<file path="src/sps_pkg.sv">
package sps_pkg;

  // ---------------------------------------------------------------------------
  // Clock and timing
  // ---------------------------------------------------------------------------
  localparam int unsigned CLK_HZ = 20_000_000;
  localparam int unsigned CLK_PERIOD_NS = 50;
  localparam int unsigned PULSE_WIDTH_US = 4;
  localparam int unsigned PULSE_WIDTH_CYC =
    (PULSE_WIDTH_US * 1000 + CLK_PERIOD_NS - 1) / CLK_PERIOD_NS;
  localparam int unsigned SECOND_S = 1;
  localparam int unsigned SECOND_CYC = SECOND_S * CLK_HZ;
  localparam int unsigned ALMANAC_WEEKS = 8;
  localparam longint unsigned ALMANAC_FLUSH_CYC =
    64'(ALMANAC_WEEKS) * 64'd604800 * 64'(CLK_HZ);
  localparam int unsigned EPH_AGE_MAX_MIN = 120;
  localparam int unsigned POS_ERR_MAX_KM = 100;
  localparam int unsigned TIME_ERR_MAX_MIN = 5;

  // ---------------------------------------------------------------------------
  // Pulse output modes and sensitivity values
  // ---------------------------------------------------------------------------
  typedef enum logic [1:0] {
    SPS_MODE_OFF = 2'h0,
    SPS_MODE_ON = 2'h1,
    SPS_MODE_FIX = 2'h2
  } sps_mode_t;

  localparam sps_mode_t MODE_RESET = SPS_MODE_ON;
  localparam logic SENS_STANDARD = 1'b0;
  localparam logic SENS_ENHANCED = 1'b1;
  localparam logic SENS_RESET = SENS_STANDARD;

  // ---------------------------------------------------------------------------
  // Command and report codes
  // ---------------------------------------------------------------------------
  localparam logic [7:0] CMD_SENS = 8'h69;
  localparam logic [7:0] RPT_SENS = 8'h89;
  localparam logic [7:0] CMD_SOFT_RESET = 8'h25;
  localparam logic [7:0] RPT_VERSION = 8'h45;
  localparam logic [7:0] CMD_TIMING_OPT = 8'h35;
  localparam logic [7:0] RPT_NONE = 8'h00;

  // ---------------------------------------------------------------------------
  // Carriers
  // ---------------------------------------------------------------------------
  typedef struct packed {
    logic [7:0] id;
    logic has_data;
    logic [7:0] byte0;
  } sps_cmd_t;

  typedef struct packed {
    logic [7:0] id;
    logic [7:0] byte0;
    logic [7:0] byte1;
  } sps_rpt_t;

  typedef struct packed {
    logic eph_fresh;
    logic pos_near;
    logic time_near;
  } sps_aid_t;

endpackage : sps_pkg

</file>
<file path="src/sps_pulse_gen.sv">
`timescale 1ns/1ns
// -----------------------------------------------------------------------------
// Once-per-second pulse generator
// -----------------------------------------------------------------------------
module sps_pulse_gen (
  // Clock and reset
  input wire logic sys_clk_in,
  input wire logic reset_in,
  input wire logic clk_en_in,
  // Alignment
  input wire logic align_in,
  // Pulse
  output logic pulse_out,
  output logic epoch_out
);

  logic [24:0] sec_cnt_reg;
  logic [7:0] wid_cnt_reg;

  // Free-running second counter, realigned by the steering tick.
  always_ff @(posedge sys_clk_in or posedge reset_in) begin
    if (reset_in) begin
      sec_cnt_reg <= 25'h0;
    end else if (clk_en_in) begin
      if (align_in || sec_cnt_reg == 25'(sps_pkg::SECOND_CYC - 1)) begin
        sec_cnt_reg <= 25'h0;
      end else begin
        sec_cnt_reg <= sec_cnt_reg + 25'h1;
      end
    end
  end

  // The epoch marks the start of each second.
  assign epoch_out = clk_en_in &&
    (align_in || sec_cnt_reg == 25'(sps_pkg::SECOND_CYC - 1));

  // Width counter stretches the epoch into a fixed-width pulse.
  always_ff @(posedge sys_clk_in or posedge reset_in) begin
    if (reset_in) begin
      wid_cnt_reg <= 8'h0;
      pulse_out <= 1'b0;
    end else if (clk_en_in) begin
      if (epoch_out) begin
        wid_cnt_reg <= 8'(sps_pkg::PULSE_WIDTH_CYC - 1);
        pulse_out <= 1'b1;
      end else if (wid_cnt_reg != 8'h0) begin
        wid_cnt_reg <= wid_cnt_reg - 8'h1;
      end else begin
        pulse_out <= 1'b0;
      end
    end
  end

endmodule : sps_pulse_gen

</file>
<file path="src/sps_top.sv">
`timescale 1ns/1ns
// How it works
// - Sensitivity query with no data answers with current and after-reset modes.
// - Factory state reports standard for both sensitivity values.
// - Command byte 1 sets only the after-reset value; current stays.
// - Soft reset copies after-reset into current and answers version report.
// - Unsaved mode lasts until cold start or power cycle, then stored value.
// - Save command writes sensitivity into flash, surviving cold starts.
// - Stored almanac is discarded automatically every eight weeks.
// - Hot start only with valid almanac, fresh ephemeris, near position, time.
// - Pulse edge sits on the receiver clock grid for steering.
// - Positive four microsecond pulse once per second, aligned while fixing.
// - Default mode pulses from power-up on backup timing, through lock loss.
// - Timing-options command selects pulse mode; save stores it.
// - Always-off holds the pulse low at once, fixes unaffected.
// - Always-on is the factory default and can be entered any time.
// - Fix-based mode pulses only while fixes are valid.
// - Week numbers count from week zero, January 6, 1980.
module sps_top #(
  parameter longint unsigned ALMANAC_FLUSH_CYC = sps_pkg::ALMANAC_FLUSH_CYC
) (
  // Clock, reset and enable
  input wire logic sys_clk_in,
  input wire logic reset_in,
  input wire logic clk_en_in,
  // Command port from the packet decoder
  input wire logic cmd_valid_in,
  input wire sps_pkg::sps_cmd_t cmd_in,
  input wire logic cold_start_in,
  input wire logic save_config_to_flash_cmd_in,
  // Flash image loaded at power-up
  input wire logic flash_valid_in,
  input wire logic flash_sens_in,
  input wire logic [1:0] flash_mode_in,
  // Navigation status
  input wire logic fix_valid_in,
  input wire logic almanac_load_in,
  input wire sps_pkg::sps_aid_t aid_in,
  // Receiver clock grid steering tick (external clock domain)
  input wire logic grid_tick_in,
  // Report port to the packet encoder
  output logic rpt_valid_out,
  output sps_pkg::sps_rpt_t rpt_out,
  // Flash write request
  output logic flash_wr_out,
  output logic flash_wr_sens_out,
  output logic [1:0] flash_wr_mode_out,
  // Status
  output logic sens_cur_out,
  output logic sens_pend_out,
  output logic [1:0] pulse_mode_out,
  output logic almanac_valid_out,
  output logic hot_start_out,
  // Timing pulse
  output logic second_tick_pulse_out
);

  // ---------------------------------------------------------------------------
  // Configuration state
  // ---------------------------------------------------------------------------
  // Three copies of the sensitivity: in force,
  // pending for the next soft reset, and stored.
  // Only a soft reset puts the pending value in
  // force; a save stores the pending value.
  logic sens_cur_reg;
  logic sens_pend_reg;
  logic sens_saved_reg;
  sps_pkg::sps_mode_t mode_reg;
  sps_pkg::sps_mode_t mode_saved_reg;
  logic boot_reg;

  // Code three is unused: it falls back to
  // always-on so a bad image cannot mute the pin.
  // Decodes a raw two-bit mode, falling back to the default on bad codes.
  function automatic sps_pkg::sps_mode_t to_mode(input logic [1:0] raw);
    sps_pkg::sps_mode_t m;
    m = sps_pkg::MODE_RESET;
    if (raw == 2'h0) begin
      m = sps_pkg::SPS_MODE_OFF;
    end else if (raw == 2'h1) begin
      m = sps_pkg::SPS_MODE_ON;
    end else if (raw == 2'h2) begin
      m = sps_pkg::SPS_MODE_FIX;
    end
    return m;
  endfunction : to_mode

  // Unknown ids are ignored without a report.
  // A timing-options command with no data byte
  // changes nothing.
  // Command strobes decoded from the id.
  logic is_sens;
  logic is_reset;
  logic is_timing;
  assign is_sens = cmd_valid_in && cmd_in.id == sps_pkg::CMD_SENS;
  assign is_reset = cmd_valid_in && cmd_in.id == sps_pkg::CMD_SOFT_RESET;
  assign is_timing = cmd_valid_in && cmd_in.id == sps_pkg::CMD_TIMING_OPT &&
    cmd_in.has_data;

  // The image wins over any command on the
  // boot edge, so the decoder should hold off
  // for one enabled cycle after reset.
  // Without a valid image the reset values stand.
  // Boot flag: flash image is taken on the first enabled edge after reset.
  always_ff @(posedge sys_clk_in or posedge reset_in) begin
    if (reset_in) begin
      boot_reg <= 1'b1;
    end else if (clk_en_in) begin
      boot_reg <= 1'b0;
    end
  end

  // The stored copy stands for the flash
  // contents; a cold start falls back to it.
  // A save on the boot edge updates the stored copy only without a valid image, and never requests a flash write.
  // Stored copy: from flash at boot, updated by the save command.
  always_ff @(posedge sys_clk_in or posedge reset_in) begin
    if (reset_in) begin
      sens_saved_reg <= sps_pkg::SENS_RESET;
      mode_saved_reg <= sps_pkg::MODE_RESET;
    end else if (clk_en_in) begin
      if (boot_reg && flash_valid_in) begin
        sens_saved_reg <= flash_sens_in;
        mode_saved_reg <= to_mode(flash_mode_in);
      end else if (save_config_to_flash_cmd_in) begin
        sens_saved_reg <= sens_pend_reg;
        mode_saved_reg <= mode_reg;
      end
    end
  end

  // Cold start beats soft reset, which beats a
  // write; a write lost to a cold start must be
  // sent again.
  // The report still echoes the lost write.
  // Sensitivity: pending set by command, current taken on soft reset.
  always_ff @(posedge sys_clk_in or posedge reset_in) begin
    if (reset_in) begin
      sens_cur_reg <= sps_pkg::SENS_RESET;
      sens_pend_reg <= sps_pkg::SENS_RESET;
    end else if (clk_en_in) begin
      if (boot_reg && flash_valid_in) begin
        sens_cur_reg <= flash_sens_in;
        sens_pend_reg <= flash_sens_in;
      end else if (cold_start_in) begin
        sens_cur_reg <= sens_saved_reg;
        sens_pend_reg <= sens_saved_reg;
      end else if (is_reset) begin
        sens_cur_reg <= sens_pend_reg;
      end else if (is_sens && cmd_in.has_data) begin
        sens_pend_reg <= cmd_in.byte0[0];
      end
    end
  end

  // The pulse mode, unlike the sensitivity,
  // acts at once: the gate below reads this
  // register directly.
  // A cold start restores the stored mode.
  // Pulse mode field, switched at once by the timing-options command.
  always_ff @(posedge sys_clk_in or posedge reset_in) begin
    if (reset_in) begin
      mode_reg <= sps_pkg::MODE_RESET;
    end else if (clk_en_in) begin
      if (boot_reg && flash_valid_in) begin
        mode_reg <= to_mode(flash_mode_in);
      end else if (cold_start_in) begin
        mode_reg <= mode_saved_reg;
      end else if (is_timing) begin
        mode_reg <= to_mode(cmd_in.byte0[1:0]);
      end
    end
  end

  // ---------------------------------------------------------------------------
  // Reports and flash requests
  // ---------------------------------------------------------------------------
  // Report bytes come from the registers as they
  // stood before the command edge, except byte
  // one, which echoes the value being written.
  // Version bytes are zero; the encoder fills them.
  // A report is issued one cycle after each sensitivity or reset command.
  always_ff @(posedge sys_clk_in or posedge reset_in) begin
    if (reset_in) begin
      rpt_valid_out <= 1'b0;
      rpt_out <= '0;
    end else if (clk_en_in) begin
      rpt_valid_out <= 1'b0;
      if (is_sens) begin
        rpt_valid_out <= 1'b1;
        rpt_out.id <= sps_pkg::RPT_SENS;
        rpt_out.byte0 <= {7'h0, sens_cur_reg};
        rpt_out.byte1 <= {7'h0, cmd_in.has_data ? cmd_in.byte0[0] :
          sens_pend_reg};
      end else if (is_reset) begin
        rpt_valid_out <= 1'b1;
        rpt_out.id <= sps_pkg::RPT_VERSION;
        rpt_out.byte0 <= 8'h0;
        rpt_out.byte1 <= 8'h0;
      end
    end
  end

  // Data stays put between requests, so a slow
  // flash writer may sample it at any time up
  // to the next save.
  // One-cycle flash write request carrying the configuration.
  always_ff @(posedge sys_clk_in or posedge reset_in) begin
    if (reset_in) begin
      flash_wr_out <= 1'b0;
      flash_wr_sens_out <= sps_pkg::SENS_RESET;
      flash_wr_mode_out <= sps_pkg::MODE_RESET;
    end else if (clk_en_in) begin
      flash_wr_out <= save_config_to_flash_cmd_in && !boot_reg;
      if (save_config_to_flash_cmd_in) begin
        flash_wr_sens_out <= sens_pend_reg;
        flash_wr_mode_out <= mode_reg;
      end
    end
  end

  // Status ports mirror the registers directly.
  assign sens_cur_out = sens_cur_reg;
  assign sens_pend_out = sens_pend_reg;
  assign pulse_mode_out = mode_reg;

  // ---------------------------------------------------------------------------
  // Almanac age and hot-start qualification
  // ---------------------------------------------------------------------------
  // The flush interval is weeks long, so the
  // age counter is sixty-four bits wide.
  logic [63:0] alm_age_reg;

  // A load restarts the count and beats a flush
  // in the same cycle, so a fresh almanac is
  // never dropped at once.
  // A flush clears the count for the next load.
  // Age counter discards the almanac once the flush interval elapses.
  always_ff @(posedge sys_clk_in or posedge reset_in) begin
    if (reset_in) begin
      alm_age_reg <= 64'h0;
      almanac_valid_out <= 1'b0;
    end else if (clk_en_in) begin
      if (almanac_load_in) begin
        alm_age_reg <= 64'h0;
        almanac_valid_out <= 1'b1;
      end else if (almanac_valid_out) begin
        if (alm_age_reg >= ALMANAC_FLUSH_CYC - 64'h1) begin
          almanac_valid_out <= 1'b0;
          alm_age_reg <= 64'h0;
        end else begin
          alm_age_reg <= alm_age_reg + 64'h1;
        end
      end
    end
  end

  // Aiding flags are on this clock already; the
  // result is registered for a clean level.
  // Hot start needs all four aiding conditions at once.
  always_ff @(posedge sys_clk_in or posedge reset_in) begin
    if (reset_in) begin
      hot_start_out <= 1'b0;
    end else if (clk_en_in) begin
      hot_start_out <= almanac_valid_out && aid_in.eph_fresh &&
        aid_in.pos_near && aid_in.time_near;
    end
  end

  // ---------------------------------------------------------------------------
  // Pulse steering and gating
  // ---------------------------------------------------------------------------
  // The third grid flop holds the previous
  // synchronised level for the edge detector.
  logic grid_s1_reg;
  logic grid_s2_reg;
  logic grid_s3_reg;
  logic fix_s1_reg;
  logic fix_s2_reg;
  logic align;
  logic raw_pulse;

  // Grid tick and fix cross into this domain;
  // each passes two flops before use. The third
  // grid flop only delays it for edge finding.
  // Two-flop synchronisers for the grid tick and fix status.
  always_ff @(posedge sys_clk_in or posedge reset_in) begin
    if (reset_in) begin
      grid_s1_reg <= 1'b0;
      grid_s2_reg <= 1'b0;
      grid_s3_reg <= 1'b0;
      fix_s1_reg <= 1'b0;
      fix_s2_reg <= 1'b0;
    end else if (clk_en_in) begin
      grid_s1_reg <= grid_tick_in;
      grid_s2_reg <= grid_s1_reg;
      grid_s3_reg <= grid_s2_reg;
      fix_s1_reg <= fix_valid_in;
      fix_s2_reg <= fix_s1_reg;
    end
  end

  // Without a fix the counter keeps its own
  // second as backup, so the raw pulse never stops.
  // Steering moves the epoch in whole cycles.
  // Only a fix lets the grid restart the second.
  // Realign only while fixing; otherwise the counter free-runs as backup.
  assign align = fix_s2_reg && grid_s2_reg && !grid_s3_reg;

  // The generator makes the raw pulse; here it is only gated.
  sps_pulse_gen u_gen (
    .sys_clk_in(sys_clk_in),
    .reset_in(reset_in),
    .clk_en_in(clk_en_in),
    .align_in(align),
    .pulse_out(raw_pulse),
    .epoch_out()
  );

  // The gate is registered so the pin never
  // glitches on a mode change. Turning off cuts
  // a running pulse on the next edge.
  // In fix mode a lost fix drops the pulse too.
  // Mode gating of the pulse output, registered.
  always_ff @(posedge sys_clk_in or posedge reset_in) begin
    if (reset_in) begin
      second_tick_pulse_out <= 1'b0;
    end else if (clk_en_in) begin
      case (mode_reg)
        sps_pkg::SPS_MODE_OFF: second_tick_pulse_out <= 1'b0;
        sps_pkg::SPS_MODE_FIX: begin
          second_tick_pulse_out <= raw_pulse && fix_s2_reg;
        end
        default: second_tick_pulse_out <= raw_pulse;
      endcase
    end
  end

endmodule : sps_top

</file>
<file path="config.mk">
export PLATFORM = sky130hd
export DESIGN_NAME = sps_top
export DESIGN_NICKNAME = d
export VERILOG_FILES = /design/src/sps_pkg.sv /design/src/sps_pulse_gen.sv /design/src/sps_top.sv
export SDC_FILE = /design/constraint.sdc
export NUM_CORES = 1
export LEC_CHECK = 0
export ABC_AREA = 1
export BUFFER_PORTS_ARGS = -buffer_cell sky130_fd_sc_hd__buf_2
export CAP_MARGIN = 20
export CORE_ASPECT_RATIO = 0.8
export CORE_UTILIZATION = 26
export CTS_BUF_LIST = sky130_fd_sc_hd__clkbuf_8
export DETAILED_ROUTE_END_ITERATION = 6
export MAX_ROUTING_LAYER = met4
export PLACE_DENSITY = 0.39
export SYNTH_ARGS = -nofsm -noshare
export SYNTH_HDL_FRONTEND = slang
export SYNTH_HIERARCHICAL = 1
export SYNTH_SLANG_ARGS = --single-unit
</file>
<file path="constraint.sdc">
create_clock -name sys_clk_in -period 3.6 [get_ports sys_clk_in]
set_input_delay 0.72 -clock sys_clk_in [delete_from_list [all_inputs] [get_ports sys_clk_in]]
set_output_delay 0.72 -clock sys_clk_in [all_outputs]
set_load 0.05 [all_outputs]
</file>
==> key figures, run 1 <==
Logic synthesis
  – Compound-Gate Fraction of Synth Area: 0.0933
  – Warnings, synthesis: 6
  – Combinational family with the most area after synthesis: simple AND/OR/NAND/NOR gates
  – Synth Area in XOR/XNOR: 0.0596
  – Register area share after synthesis: 0.423
  – Simple-gate share of the synthesized area: 0.315
  – FF+latch count, synth: approximately 120
  – Mapped cell area: ~7300 sq um
  – Synthesized-area fraction occupied by adder cells: 0.00681
  – Async S/R FF share, synth: 1.00
  – Post-synthesis mux area share: 0
  – Count of cell types in the netlist: 44
  – Synth Area per Inst: 7.66 sq um
  – Post-synth EDFFs: 0
  – Cell count after synthesis: 959
  – Top_reg_cell synth: dfrtp_1

Floorplan
  – Die width: 190 microns
  – Starting Density: 0.267
  – Placement Rows: 54
  – Die H: about 150 microns
  – Num ports: between 60 and 70
  – Core area: approximately 27000 sq um
  – Die area: 28900 sq um

Status
  – Status: finished, final reports clean

Clock network
  – CTS tree: done
  – H-tree levels: 4
  – Clock slew at reported path FFs: ~80 ps
  – Number of CTS-inserted buffers: 17
  – Post_cts resized: 0
  – Sink Count: ~120
  – Setup Fix Bufs, Post-CTS: 0
  – Root buf cell: clkbuf_8
  – CTS Hold Bufs: 0
  – Skew-Pair Late Insertion Delay: 460 ps
  – CTS Buffer Depth: 2

Finish
  – Most frequent cells in the layout: nand2_1, nor2_1, dfrtp_1
  – Final cell count without fillers: ~1400
  – Core Util, Final: 0.300
  – P&R area growth vs syn: 12.3%
  – Number of flip-flops in the largest register: between 60 and 70
  – Layout cells sized above 1: 0.167
  – Commonest non-fill, non-tap cell in the layout: nand2_1
  – Diodes inserted: 0
  – Fin nets: 1043

Global routing
  – Vias in the first global route: between 5000 and 6000
  – Initial antenna violation count: 0
  – Grt total ovfl: 0
  – Pin count of the biggest net entering global routing: between 40 and 50
  – First-pass GRT wire length: about 30000 microns
  – All-layer global routing usage: 0.138

Worst setup path
  – Req. time, crit path: just under 4000 ps
  – Crit path DAT: 2670 ps
  – RR Startpoint: alm_age_reg[1]
  – Critical Path Start: alm_age_reg[1]
  – Worst setup EP type: flip-flop
  – Reg2reg end: alm_age_reg[24]
  – Crit Path Category: flip-flop to flip-flop
  – Critical path launch point type: flip-flop
  – R2r setup slk: 1260 ps
  – Max Fanout on Critical Path: 26
  – Reg2Reg Depth: 11

Placement
  – Placed Cells: roughly 1400
  – Final HPWL DP: 13200 microns
  – Port-buffer cells: 45
  – RD Place Congestion: between 0.8 and 0.9
  – Place WS: 1200 ps

STA
  – Fmax: ~430 MHz
  – Min Tclk post-route: about 2300 ps
  – Setup_tns: 0 ps
  – Worst-margin pin slew: ~600 ps
  – Hold Violations, Final: 0
  – PnR worst setup slack: 1260 ps
  – Final Max Slew Viols: 0
  – Clk_skew: slightly above 20 ps
  – RSZ-0062 raised after global routing: false
  – Final period util: 0.650
  – Slew margin rel.: 0.596
  – Final setup violation count: 0

Routing
  – Antenna-violating nets left: 0
  – Vias per cell: 4.27
  – Via count of the routed design: 5911
  – Wire per inst: 13.1 microns
  – Drt pass-1 iters: 5
  – Iteration-0 DRC Markers: between 400 and 500
  – Routed wire length: ~18000 microns
  – DRC Markers: 0

Pwr
  – Peak VDD IR: 0.196 mV
  – Pleak: around 3.6 nW
  – Pwr Total: 0.00367 W
  – Pwr/cell area: ~440 nW/um^2

Min path
  – Worst Hold Class: primary input to asynchronous set/reset pin

Run
  – Max-cap violations: 0
==> layer usage <==
layer	vias up	routed length [microns]	share of wire	GRT usage
li1	3089	-	-	-
met1	2735	10200	0.56	0.204
met2	74	7180	0.40	0.187
met3	13	562	0.031	0.0281
met4	0	221	0.012	0.0392
met5	-	0	0	-
==> logic make-up (layout without fill, tap and decap cells) <==
kind of cell / after synthesis / in the layout
buf+inv: 153 / 197
other cells: 1 / 17
simple gates: 523 / 523
flops: 124 / 124
xor+xnor: 50 / 50
fa+ha+maj: 4 / 4
compound gates: 104 / 104
==> synthesized netlist by cell type, types with 5 or more instances <==
master,n,share of area
clkbuf_1,9,0.0046
o21ai_1,6,0.0041
nand2_1,260,0.13
buf_4,20,0.020
xnor2_1,15,0.018
xor2_1,35,0.042
a21oi_1,13,0.0089
buf_2,5,0.0034
nand3_1,43,0.029
inv_1,108,0.055
buf_12,5,0.014
dfrtp_1,120,0.41
nand4_1,26,0.022
o21ai_2,39,0.046
nand2_2,6,0.0051
nor3_1,24,0.016
nor2_2,17,0.014
nor2_1,120,0.061
nand3b_1,5,0.0051
o21ai_0,39,0.027
==> worst max path at each step <==
stage / end / cells after the start
after floorplan: alm_age_reg[0] / 1
after global routing: alm_age_reg[28] / 11
after detailed placement: alm_age_reg[24] / 11
after CTS: alm_age_reg[24] / 11
after global placement: alm_age_reg[24] / 11
final: alm_age_reg[24] / 11
==> area by class of cell <==
class                      count  area (sq um)
timing repair buffer          52           290
clock buffer                  18           248
multi-input combinational    698          3550
clock inverter                14           168
fill                        2989         19200
sequential                   124          3110
inverter                     113           432
tap                          364           455
==> critical path: stages, from the launching register on <==
cell and delay (ps):
dfrtp_1 370, ha_1 250, nand3_2 130, inv_2 70, nand2_2 70, nor2_4 230, nand3_2 80, nand2_1 120
nand2_2 100, nand3_4 370, buf_4 320, o21ai_0 100
==> per-stage QoR <==
stage	cell area, sq um	hold WS (ps)
6_report	8250	332
5_1_grt	8250	355
4_1_cts	8250	338
3_5_place_dp	7840	442
3_3_place_gp	7840	443
2_1_floorplan	7410	425
==> power by group <==
group / switching (W) / internal [W]
combinational: 0.000454 / 0.000219
sequential: 0.000127 / 0.00154
clock: 0.000626 / 0.000705
Power figures use the tool's default switching activity.
==> run 2, diff against run 1 <==
--- a/config.mk
+++ b/config.mk
@@ -5,7 +5,7 @@
 export SDC_FILE = /design/constraint.sdc
 export NUM_CORES = 1
 export LEC_CHECK = 0
-export ABC_AREA = 1
+export ABC_AREA = 0
 export BUFFER_PORTS_ARGS = -buffer_cell sky130_fd_sc_hd__buf_2
 export CAP_MARGIN = 20
 export CORE_ASPECT_RATIO = 0.8
@@ -13,7 +13,7 @@
 export CTS_BUF_LIST = sky130_fd_sc_hd__clkbuf_8
 export DETAILED_ROUTE_END_ITERATION = 6
 export MAX_ROUTING_LAYER = met4
-export PLACE_DENSITY = 0.39
+export PLACE_DENSITY = 0.4
 export SYNTH_ARGS = -nofsm -noshare
 export SYNTH_HDL_FRONTEND = slang
 export SYNTH_HIERARCHICAL = 1
==> constraint.sdc (replaced) <==
create_clock -name sys_clk_in -period 2.2 [get_ports sys_clk_in]
set_input_delay 0.44 -clock sys_clk_in [delete_from_list [all_inputs] [get_ports sys_clk_in]]
set_output_delay 0.44 -clock sys_clk_in [all_outputs]
set_load 0.05 [all_outputs]
==> key figures, run 2 <==
Finish
  – Final Instance Area: 8570 sq um (+3.8%)
  – Fin nets: 899 (-14%)
  – Number of flip-flops in the largest register: 64 (unchanged)
  – P&R area growth vs syn: 27.1%
  – Commonest non-fill, non-tap cell in the layout: dfrtp_1
  – Diodes inserted: 0 (unchanged)
  – Most frequent cells in the layout: dfrtp_1, nand2_1, buf_4
  – Final cell count without fillers: 1199 (-13%)
  – Layout cells sized above 1: 0.255 (+0.0880)

Routing
  – Antenna-violating nets left: 0 (unchanged)
  – DRC Markers: 0 (unchanged)
  – Routed wire length: 18700 microns (+3.2%)
  – Vias per cell: 5.04 (+18%)
  – Wire per inst: 15.6 microns (+19%)
  – Drt pass-1 iters: 6 (+1)
  – Via count of the routed design: 6042 (+2.2%)
  – Iteration-0 DRC Markers: 278 (-32%)

Clock network
  – Root buf cell: clkbuf_8
  – CTS Hold Bufs: 0 (unchanged)
  – Skew-Pair Late Insertion Delay: 450 ps (about the same)
  – CTS Buffer Depth: 2 (unchanged)
  – CTS tree: done
  – H-tree levels: 4 (unchanged)
  – Sink Count: 124 (unchanged)
  – Number of CTS-inserted buffers: 17 (unchanged)
  – Setup Fix Bufs, Post-CTS: 0 (unchanged)
  – Clock slew at reported path FFs: 70 ps (about the same)

Placement
  – Final HPWL DP: 12800 microns (-3.2%)
  – Place WS: -429 ps (-1630 ps)
  – DP Area: 7860 sq um (+0.22%)
  – Port-buffer cells: 45 (unchanged)
  – Placed Cells: 1163 (-14%)
  – RD Place Congestion: 0.819 (-0.63%)

Logic synthesis
  – Top_reg_cell synth: dfrtp_1
  – Async S/R FF share, synth: 1.00 (unchanged)
  – Largest cells by area after synthesis: dfrtp_1, nand2_1, nand3_1, nand4_1, nor2_1
  – Register area share after synthesis: 0.461 (+0.0381)
  – FF+latch count, synth: 124 (unchanged)
  – Cell count after synthesis: 747 (-22%)
  – Post-synth EDFFs: 0 (unchanged)
  – Count of cell types in the netlist: 64 (+45%)
  – Synth Area per Inst: 9.02 sq um (+18%)
  – Warnings, synthesis: 6 (unchanged)
  – Most frequent cell after synthesis: dfrtp_1
  – Mapped cell area: 6740 sq um (-8.3%)
  – Commonest cells in the netlist: dfrtp_1, nand2_1, nand3_1, nor2_1, nand4_1
  – Synth top area share: 0.445 (+0.0369)
  – Yosys top cell by area: dfrtp_1

Floorplan
  – Core area: 25400 sq um (-7.7%)
  – Placement Rows: 52 (-3.7%)
  – Die area: 26600 sq um (-8.2%)
  – Die width: 182 microns (-4.2%)
  – Starting Density: 0.266 (-0.00159)
  – Num ports: 69 (unchanged)
  – Die H: 146 microns (-4.2%)

Run
  – Max-cap violations: 0 (unchanged)

STA
  – Clk_skew: 11.4 ps (-9.07 ps)
  – Final period util: 1.12 (+0.467)
  – PnR worst setup slack: -257 ps (-1520 ps)
  – Worst-margin pin slew: 676 ps (+69.1 ps)
  – Hold Violations, Final: 0 (unchanged)
  – Fmax: 407 MHz (-4.8%)
  – Slew margin rel.: 0.548 (-0.0478)
  – Final Max Slew Viols: 0 (unchanged)
  – Hold slack: 115 ps (-217 ps)
  – Min Tclk post-route: 2460 ps (+117 ps)
  – Final setup violation count: 48 (+48)
  – RSZ-0062 raised after global routing: true

Global routing
  – First-pass GRT wire length: 31000 microns (+0.47%)
  – Initial antenna violation count: 0 (unchanged)
  – All-layer global routing usage: 0.150 (+0.0119)
  – Vias in the first global route: 6167 (+6.5%)
  – Pin count of the biggest net entering global routing: 91 (+90%)
  – Grt total ovfl: 0 (unchanged)

Worst setup path
  – Crit path DAT: 2790 ps (+120 ps)
  – Max Fanout on Critical Path: 5 (-81%)
  – Max stage delay on crit path: 530 ps (+160 ps)
  – Crit Path Category: flip-flop to flip-flop
  – Req. time, crit path: 2530 ps (-1400 ps)
  – Critical path launch point type: flip-flop
  – Crit path cell chain: or4_4 > or3b_4 > nor4_4 > buf_4 > o2111ai_4 > and2_4 > a221o_1
  – CP top delay family: simple AND/OR/NAND/NOR gates
  – Worst setup EP type: flip-flop
  – WP buf/inv: 1 (-1)
  – Max stage delay cell, worst path: or4_4

Status
  – Status: finished, violations left
  – Failing checks: negative setup slack

Pwr
  – Pwr Total: 0.00589 W (+61%)
  – Peak VDD IR: 0.349 mV (+78%)
  – Pwr/cell area: 688 nW/um^2 (+55%)
  – Pleak: 3.77 nW (+4.7%)

Min path
  – Worst Hold Class: primary input to asynchronous set/reset pin
[run 2: repair_timing]
action	CTS	global route
pin swaps	0	26
endpoints found under the setup margin	48	77
cloned	0	4
resized for setup	11	25
[run 2: logic make-up (layout without fill, tap and decap cells)]
family / count (synthesis) / after routing / share of synthesized area
and+or+nand+nor: 380 / 380 / 0.290
other: 1 / 17 / 0.000556
DFF: 124 / 124 / 0.461
AOI/OAI and AO/OA: 130 / 131 / 0.133
muxes: 11 / 11 / 0.0180
buffers and inverters: 77 / 188 / 0.0633
xor gates and xnor gates: 20 / 20 / 0.0260
adders and majority gates: 4 / 4 / 0.00742
[run 2: power by group]
| part | internal, W | switching [W] | total (W) | leakage (nW) |
|---|---|---|---|---|
| clock network | 0.00143 | 0.000950 | 0.00238 | 0.242 |
| logic | 0.000312 | 0.000598 | 0.000910 | 1.88 |
| registers | 0.00245 | 0.000147 | 0.00260 | 1.65 |
[run 2: layer usage]
metal	global-route usage	vias to the layer above	wire, microns
met5	-	-	0
met4	0.0475	0	269
met3	0.0337	18	562
met2	0.239	80	8900
met1	0.189	3019	8960
li1	-	2925	-
[run 2: worst paths after layout]
| check | cells after the start | to | slack, ps | from |
|---|---|---|---|---|
| worst max register to register | 7 | alm_age_reg[27] | -260 | alm_age_reg[19] |
| worst min-delay path | 3 | u_gen/sec_cnt_reg[18] | 110 | reset_in |
| worst min register to register | 1 | rpt_out[16] | 470 | rpt_out[16] |
| max in group asynchronous | 3 | alm_age_reg[14] | 1670 | reset_in |
| min in group sys_clk_in | 2 | grid_s1_reg | 220 | grid_tick_in |
| worst max-delay path | 7 | alm_age_reg[27] | -260 | alm_age_reg[19] |
[run 2: final cells by class]
class,instances,area (sq um)
Tap cell,324,405
Sequential cell,124,3110
Inverter,20,78.8
Clock inverter,12,193
Multi-Input combinational cell,563,3480
Clock buffer,20,275
Timing Repair Buffer,136,1030
Fill cell,2620,16800
[run 2: stage by stage]
step / setup TNS (ps) / utilization
after global placement: -9860 / 0.310
after floorplan: -3860 / -
after global routing: -15710 / 0.338
final: -9940 / 0.338
after detailed placement: -16270 / 0.310
after CTS: -9050 / 0.330
[run 2: worst register-to-register path: stages, from the launching register on]
cell and delay (ps):
dfrtp_1 370, or4_4 530, or3b_4 400, nor4_4 160, buf_4 190, o2111ai_4 190, and2_4 230, a221o_1 280
